===== src/hw/lss_pkg.sv =====
// Constants shared by the low-side switch control logic
package lss_pkg;
   localparam int unsigned NUM_CH        = 8;      // All switch channels
   localparam int unsigned NUM_MAIN      = 6;      // Channels with serial control
   localparam int unsigned NUM_PAIRS     = 3;      // Override channel pairs
   localparam int unsigned CMD_W         = 8;      // One command byte
   localparam int unsigned CMD_MSB       = 7;      // First bit on the wire
   localparam int unsigned OL_EN_LO_BIT  = 6;      // Open-load-on enable, channels 2..0
   localparam int unsigned OL_EN_HI_BIT  = 7;      // Open-load-on enable, channels 5..3
   localparam int unsigned OL_SPLIT_CH   = 3;      // First channel under the high enable bit
   localparam int unsigned PAIR_MID_LO   = 2;      // Parallel pin feeding middle pair
   localparam int unsigned PAIR_MID_HI   = 3;      // Second parallel pin of middle pair
   localparam logic [7:0]  CMD_RST       = 8'h00;  // All serial channels off
   localparam logic [7:0]  FAULT_RST     = 8'h00;  // No faults reported
   localparam logic [7:0]  GATE_RST      = 8'h00;  // All gates inactive
   localparam logic [5:0]  MAIN_OFF      = 6'h00;  // Forced-off main gates
   localparam logic [1:0]  LOWPWR_OFF    = 2'h0;   // Forced-off low-power gates
endpackage : lss_pkg


===== src/hw/lss_shift_if.sv =====
// Carrier between the switch control and its serial shifter
`timescale 1ns/10ps
interface lss_shift_if;
   import lss_pkg::*;
   logic               shift_rise;   // Rising shift-clock edge inside a frame
   logic               shift_fall;   // Falling shift-clock edge inside a frame
   logic               frame_start;  // Select just went active
   logic               sdi;          // Synchronised serial input
   logic [CMD_W-1:0]   status;       // Frozen fault status
   logic [CMD_W-1:0]   shreg;        // Shift register contents
   logic               sdo;          // Serial output bit
   modport ctrl    (output shift_rise, output shift_fall, output frame_start, output sdi,
                    output status, input shreg, input sdo);
   modport shifter (input shift_rise, input shift_fall, input frame_start, input sdi,
                    input status, output shreg, output sdo);
endinterface : lss_shift_if


===== src/hw/lss_shifter.sv =====
// Serial shift register: status out, command in, MSB first
`timescale 1ns/10ps
module lss_shifter
   import lss_pkg::*;
(
   input  wire logic      clock_in,
   input  wire logic      nrst_in,
   lss_shift_if.shifter   sh
);
   logic [CMD_W-1:0] sr_q;
   logic             so_q;

   // Status loads at frame start; a 16-bit frame pushes the first byte back out
   always_ff @(posedge clock_in or negedge nrst_in) begin
      if (!nrst_in) begin
         sr_q <= CMD_RST;
         so_q <= 1'b0;
      end else if (sh.frame_start) begin
         sr_q <= sh.status;
         so_q <= sh.status[CMD_MSB];
      end else if (sh.shift_rise) begin
         sr_q <= {sr_q[CMD_W-2:0], sh.sdi};
      end else if (sh.shift_fall) begin
         so_q <= sr_q[CMD_MSB];
      end
   end

   assign sh.shreg = sr_q;
   assign sh.sdo   = so_q;
endmodule : lss_shifter


===== src/hw/lss_switch_ctrl.sv =====
// Eight-channel low-side switch control with serial and parallel input
`timescale 1ns/10ps
module lss_switch_ctrl
   import lss_pkg::*;
#(
   parameter int unsigned CH = NUM_CH
)
(
   input  wire logic          clock_in,
   input  wire logic          nrst_in,
   input  wire logic          sclk_in,
   input  wire logic          cs_n_in,
   input  wire logic          si_in,
   output logic               so_out,
   output logic               so_oe_out,
   input  wire logic          override_sel_in,
   input  wire logic [CH-1:0] parallel_channel_pins_in,
   input  wire logic          pair_input_low_in,
   input  wire logic          pair_input_high_in,
   input  wire logic [CH-1:0] short_fault_in,
   input  wire logic [CH-1:0] open_fault_in,
   input  wire logic          overvolt_in,
   output logic [CH-1:0]      switch_channel_pins_out,
   output logic [CH-1:0]      gate_out,
   output logic [CMD_W-1:0]   command_out,
   output logic [CH-1:0]      fault_status_out
);
   // Width of the bundle of asynchronous pins
   localparam int unsigned SW = 7 + 3 * CH;

   // Shift path signals travel to the shifter in one bundle
   lss_shift_if sh ();

   // Registers
   logic [SW-1:0]    sync1_q;
   logic [SW-1:0]    sync2_q;
   logic             sclk_d1_q;
   logic             cs_act_d1_q;
   logic [CMD_W-1:0] cmd_q;
   logic [CH-1:0]    fault_q;
   logic [CH-1:0]    gate_q;

   // Raw pin bundle and its synchronised copies
   wire  [SW-1:0]    raw_pins;
   wire              sclk_s;
   wire              cs_act_s;
   wire              si_s;
   wire              ovr_s;
   wire  [CH-1:0]    par_s;
   wire              pair_lo_s;
   wire              pair_hi_s;
   wire  [CH-1:0]    short_s;
   wire  [CH-1:0]    open_s;
   wire              ov_s;

   // Frame control and channel request path
   wire              frame_start;
   wire              fault_upd_en;
   wire              frame_end;
   wire  [NUM_PAIRS-1:0] pair_on;
   wire  [NUM_MAIN-1:0]  normal_gate;
   wire  [NUM_MAIN-1:0]  ovr_gate;
   wire  [NUM_MAIN-1:0]  main_req;
   wire  [NUM_MAIN-1:0]  ol_on_en;
   wire  [CH-1:0]        req;
   wire  [CH-1:0]        ol_en;
   wire  [CH-1:0]        fault_now;
   wire  [CH-1:0]        gate_d;
   wire  [CH-NUM_MAIN-1:0] lowpwr_req;

   // Select is inverted before the synchroniser so every stage resets to zero
   // Reset values match idle pins (select high, shift clock low), so no false edge
   // Bundle order: shift clock, select, data, override, parallel pins, pair pins,
   // short sense, open sense, overvoltage; all pass the same two stages
   assign raw_pins = {sclk_in, ~cs_n_in, si_in, override_sel_in, parallel_channel_pins_in,
                      pair_input_low_in, pair_input_high_in, short_fault_in, open_fault_in,
                      overvolt_in};

   // Two-stage synchroniser for every pin from outside the clock domain
   // Costs two clocks of latency; each shift-clock half period must span
   // more than one clock or an edge is lost
   always_ff @(posedge clock_in or negedge nrst_in) begin
      if (!nrst_in) begin
         sync1_q <= '0;
         sync2_q <= '0;
      end else begin
         sync1_q <= raw_pins;
         sync2_q <= sync1_q;
      end
   end

   // Unpack the synchronised bundle
   // Order must mirror the bundle above
   assign {sclk_s, cs_act_s, si_s, ovr_s, par_s, pair_lo_s, pair_hi_s,
           short_s, open_s, ov_s} = sync2_q;

   // Delayed copies for edge detection, taken from the second stage only
   // The first stage is never read here, which keeps metastability out
   always_ff @(posedge clock_in or negedge nrst_in) begin
      if (!nrst_in) begin
         sclk_d1_q   <= 1'b0;
         cs_act_d1_q <= 1'b0;
      end else begin
         sclk_d1_q   <= sclk_s;
         cs_act_d1_q <= cs_act_s;
      end
   end

   // Frame and shift-clock edges; shifting only while selected
   // Shift clock edges outside a frame are ignored, so a free-running clock is harmless
   assign frame_start    = cs_act_s & ~cs_act_d1_q;
   assign frame_end      = ~cs_act_s & cs_act_d1_q;
   assign sh.frame_start = frame_start;
   assign sh.shift_rise  = cs_act_s & sclk_s & ~sclk_d1_q;
   assign sh.shift_fall  = cs_act_s & ~sclk_s & sclk_d1_q;
   assign sh.sdi         = si_s;
   assign sh.status      = fault_q;

   // Status bit 7 belongs to channel 7 and leaves first
   lss_shifter u_shifter (
      .clock_in (clock_in),
      .nrst_in  (nrst_in),
      .sh       (sh)
   );

   // Command latch; it keeps loading in override so the value waits for normal mode
   // The last eight bits received win, so a 16-bit frame latches its second byte
   // Reset leaves every serially controlled channel off until the first frame ends
   always_ff @(posedge clock_in or negedge nrst_in) begin
      if (!nrst_in) begin
         cmd_q <= CMD_RST;
      end else if (frame_end) begin
         cmd_q <= sh.shreg;
      end
   end

   // Override pairs: outer pairs from dedicated pins, middle pair from its two pins
   // The middle pair has no dedicated pin; either of its parallel pins turns it on
   assign pair_on[0] = pair_lo_s;
   assign pair_on[1] = par_s[PAIR_MID_LO] | par_s[PAIR_MID_HI];
   assign pair_on[2] = pair_hi_s;

   // Per-channel request for the six main channels
   // Open-load-on detection: bit 6 covers channels 2..0, bit 7 channels 5..3
   genvar g;
   generate
      for (g = 0; g < NUM_MAIN; g++) begin : g_main
         assign normal_gate[g] = cmd_q[g] | par_s[g];
         assign ovr_gate[g]    = pair_on[g / 2];
         assign ol_on_en[g]    = (g >= OL_SPLIT_CH) ? cmd_q[OL_EN_HI_BIT]
                                                    : cmd_q[OL_EN_LO_BIT];
      end
   endgenerate

   // Override wins over serial and parallel; overvoltage wins over everything on the six main channels
   // Overvoltage sits above override because it protects the switches themselves
   assign main_req = ov_s  ? MAIN_OFF :
                     ovr_s ? ovr_gate : normal_gate;
   assign req      = {lowpwr_req, main_req};
   assign ol_en    = {LOWPWR_OFF, ol_on_en};

   // Low-power channels follow their parallel pins only; override forces them off
   assign lowpwr_req = ovr_s ? LOWPWR_OFF : par_s[CH-1:NUM_MAIN];

   // Fault sense: short while on, open/ground while off, open while on if enabled
   // Decided on the request, not the masked gate, so a shorted channel still counts as on
   assign fault_now = (req & short_s) | (~req & open_s) | (req & open_s & ol_en);

   // A shorted channel is switched off even though it stays requested
   assign gate_d = req & ~short_s;

   // Fault register reopens once select rises, even after a frame cut short
   assign fault_upd_en = ~cs_act_s;

   // Fault register only follows the channels while the device is deselected
   always_ff @(posedge clock_in or negedge nrst_in) begin
      if (!nrst_in) begin
         fault_q <= FAULT_RST;
      end else if (fault_upd_en) begin
         fault_q <= fault_now;
      end
   end

   // Registered gates keep the switch pins glitch free
   // One clock of delay is traded for switch pins that never glitch
   always_ff @(posedge clock_in or negedge nrst_in) begin
      if (!nrst_in) begin
         gate_q <= GATE_RST;
      end else begin
         gate_q <= gate_d;
      end
   end

   // Switch pins are active low; driver enabled only when selected and not overridden
   // The output enable trails the select pin by the two synchroniser clocks
   assign switch_channel_pins_out = ~gate_q;
   assign gate_out                = gate_q;
   assign command_out             = cmd_q;
   assign fault_status_out        = fault_q;
   assign so_out                  = sh.sdo;
   assign so_oe_out               = cs_act_s & ~ovr_s;
endmodule : lss_switch_ctrl


===== config.mk =====
export PLATFORM = sky130hd
export DESIGN_NAME = lss_switch_ctrl
export DESIGN_NICKNAME = d
export VERILOG_FILES = /design/src/hw/lss_pkg.sv /design/src/hw/lss_shift_if.sv /design/src/hw/lss_shifter.sv /design/src/hw/lss_switch_ctrl.sv
export SDC_FILE = /design/constraint.sdc
export NUM_CORES = 1
export LEC_CHECK = 0
export BUFFER_PORTS_ARGS = -buffer_cell sky130_fd_sc_hd__buf_2
export CELL_PAD_IN_SITES_DETAIL_PLACEMENT = 1
export CELL_PAD_IN_SITES_GLOBAL_PLACEMENT = 1
export CORE_ASPECT_RATIO = 0.6
export CORE_MARGIN = 1
export CORE_UTILIZATION = 47
export CTS_CLUSTER_SIZE = 14
export DETAILED_ROUTE_END_ITERATION = 8
export GPL_TIMING_DRIVEN = 1
export PLACE_DENSITY = 0.85
export SYNTH_ARGS = -nofsm -noshare
export SYNTH_HDL_FRONTEND = slang
export SYNTH_SLANG_ARGS = --single-unit

===== constraint.sdc =====
create_clock -name clock_in -period 2.95 [get_ports clock_in]
set_clock_uncertainty 0.2 [all_clocks]
set_input_delay 0 -clock clock_in [delete_from_list [all_inputs] [get_ports clock_in]]
set_output_delay 0 -clock clock_in [all_outputs]
set_load 0.01 [all_outputs]

==> flow_summary_export.csv <==
group,metric,value,unit
logic_synthesis,avgSynthCellArea,15.3,µm²
logic_synthesis,synth.area.top_cells,"dfrtp_1 76%, mux2_2 2.8%, a2bb2oi_1 2.5%",
worst_setup_path,path_cells,"nor2b_1 > mux2_2",
timing,slew_viol_final,0,
timing,rsz0062_at_grt,"no",
cts,htreeDepth,3,
global_routing,grt_use_total,24.2,%
route,wl,7320,µm
min_path,min_to,"sync1_q[20]",
min_path,hold_path_depth,2,
global_routing,antenna_found_initial,0,
floorplan,pin_count,67,
pwr,irDropWorstVdd,0.576,mV
cts,post_cts_resized,0,
global_routing,grt_pass1_vias,2368,
global_routing,grt_pass1_wl,12100,µm
min_path,hold_class,"in -> reg",
cts,cts_setup_buffers,0,
finish,layout-drive-gt1-share,29.2,%
global_routing,grt_util_met1,28.2,%
route,ant_nets,0,
timing,setup_viol,0,
worst_setup_path,cp_max_fo,16,
worst_setup_path,r2r-start,"cs_act_d1_q",
cts,root_buffer,"clkbuf_16",
placed_design,dp_hpwl,4390,µm
timing,finalSetupTns,0,ns
logic_synthesis,synth_compound_area_share,8.18,%
cts,clock_sinks,97,
global_routing,grt_util_met2,42.2,%
finish,mostFrequentLayoutCells,"97 x dfrtp_1, 65 x buf_2, 32 x dlygate4sd3_1",
min_path,hold_path.startpoint,"parallel_channel_pins_in[1]",
logic_synthesis,yosys.area_share.adder,0,%
placed_design,io_buffers,66,
timing,worst_pin_slew,1.11,ns
status,status,"finished, final reports clean",
cts,clk_pin_slew_worst_paths,0.06,ns
logic_synthesis,yosysUniqueCellTypes,30,
placed_design,gp_congestion,0.758,
cts,cts_tree,"done",
global_routing,grt_max_degree,94,
timing,period_share,71.4,%
timing,final-hold-violation-count,0,
logic_synthesis,ys_seq_area_share,75.6,%
route,vias_per_cell,5.15,
cts,cts_inserted_buffers,9,
worst_setup_path,reg2reg_depth,2,
logic_synthesis,synth_area,0.00321,mm²
global_routing,grt_busiest_layer,"met2",
floorplan,fp.dieW,109,µm
finish,diodes,0,
pwr,powerDensity,712,mW/mm²
placed_design,placedCellCount,355,
route,initialDrtViolationCount,96,
worst_setup_path,end_kind,"register",
logic_synthesis,synth_nets,243,
logic_synthesis,yosys_warnings,0,
worst_setup_path,path_class,"reg -> reg",
floorplan,dieArea,0.00718,mm²
cts,clock_path_buffers,2,
worst_setup_path,rr_endpoint,"command_out[6]",
logic_synthesis,yosys_register_bits,97,
route,wl_per_cell,18.2,µm
placed_design,place_ws,0.894,ns
logic_synthesis,postSynthCellCount,210,
worst_setup_path,crit_arrival,2.13,ns
logic_synthesis,synthDominantCellAreaShare,75.6,%
route,drc,0,
global_routing,grt_use_met3,8.67,%
worst_setup_path,max_stage_delay,0.71,ns
logic_synthesis,synth_xor_area_share,0,%
cts,cts.hold.buffers_added,32,
floorplan,rows,22,
job,maxCapViolCount,0,
finish,syn2layout_area_growth,32.2,%
worst_setup_path,crit_required,2.97,ns
floorplan,die_h,66.0,µm
finish,fillers,617,
worst_setup_path,cp_slowest_cell,"nor2b_1",
logic_synthesis,synth_mux_area_share,4.05,%
logic_synthesis,synth-simple-area-share,9.31,%
finish,layout_commonest_cell,"dfrtp_1",
cts,clk_latency,0.34,ns
finish,fin_cells,402,
timing,relSlewSlack,25.7,%
timing,fmax,475,MHz
timing,finalWorstSetupSlack,0.844,ns
timing,finalCriticalPeriod,2.11,ns
finish,nets,347,
floorplan,start_util,50.5,%
logic_synthesis,synth_top_family_by_area,"simple AND/OR/NAND/NOR gates",
route,first_pass_iters,4,
pwr,leakagePower,1.98,nW
worst_setup_path,rrSetupSlack,0.84,ns
worst_setup_path,setup.worst_path.start_class,"register",
logic_synthesis,yosys.area.top_type,"dfrtp_1",
global_routing,grt_overflow,0,
floorplan,core,0.00636,mm²
route,vias,2070,
layer usage:
| layer | up-vias | wire, µm |
|---|---|---|
| met1 | 1069 | 3080 |
| met4 | 0 | 89 |
| met3 | 10 | 338 |
| met5 | - | 0 |
| li1 | 934 | - |
| met2 | 57 | 3820 |
state kept, by name, indices dropped and copies added, names as in the netlist:
| name | count |
|---|---|
| sync1_q | 31 |
| u_shifter.sh.shreg | 8 |
| command_out | 8 |
| sync2_q | 31 |
| sclk_d1_q | 1 |
| fault_status_out | 8 |
| cs_act_d1_q | 1 |
| u_shifter.sh.sdo | 1 |
| gate_out | 8 |
through the flow:
stage / cell area, µm² / util [%] / hold WS [ns] / power, mW
after global placement: 3630 / 57.1 / -0.0927 / 1.84
after floorplan: 3210 / - / -0.496 / 1.69
after CTS: 4250 / 66.8 / 0.0820 / 3.05
after global routing: 4250 / 66.8 / 0.0922 / 3.16
final: 4250 / 66.8 / 0.103 / 3.02
after detailed placement: 3630 / 57.1 / -0.0907 / 1.86
how the worst max path moves through the flow:
stage | from | depth (start not counted) | to
floorplan | sync2_q[27] | 4 | fault_status_out[4]
global placement | cs_act_d1_q | 2 | command_out[4]
detailed placement | cs_act_d1_q | 2 | command_out[6]
CTS | cs_act_d1_q | 2 | command_out[6]
global route | cs_act_d1_q | 2 | command_out[6]
finish | cs_act_d1_q | 2 | command_out[6]
synth_stat cells (all sizes together):
master	number
o21ai	4
nor2b	1
nand2	6
nand4bb	2
and2b	1
mux2	8
or3	4
nand3b	1
a2bb2oi	9
dfrtp	97
nor2	5
inv	15
nor3	2
or2b	2
o31a	4
nand2b	9
o22ai	7
clkbuf	5
nor4bb	4
mux2i	4
a21boi	2
and2	2
o221ai	2
a31oi	6
buf	2
o21a	2
and4b	4
cell families (layout without fill, tap and decap cells):
group,after synthesis,in the layout
AOI/OAI and AO/OA,36,36
and+or+nand+nor,43,43
DFF,97,97
muxes,12,12
buffers and inverters,22,130
critical path: cells and delay by family (launching register included):
| kind | cells | cell delay, ns |
|---|---|---|
| simple gates | 1 | 0.71 |
| flops | 1 | 0.67 |
| mux | 1 | 0.42 |
cell type report:
class,count,area [µm²],area share (%)
Inverter,15,56.3,1.33
Multi-Input combinational cell,91,692,16.3
Clock inverter,3,40.0,0.943
Clock buffer,12,256,6.04
Tap cell,84,105,2.48
Sequential cell,97,2430,57.2
Timing Repair Buffer,100,668,15.7
report_power, final:
part           switching, mW  total, mW  internal [mW]
combinational          0.152      0.326          0.174
sequential             0.105       1.55           1.45
clock                  0.450       1.15          0.695
Note: power is estimated with default switching activity, not from simulation.
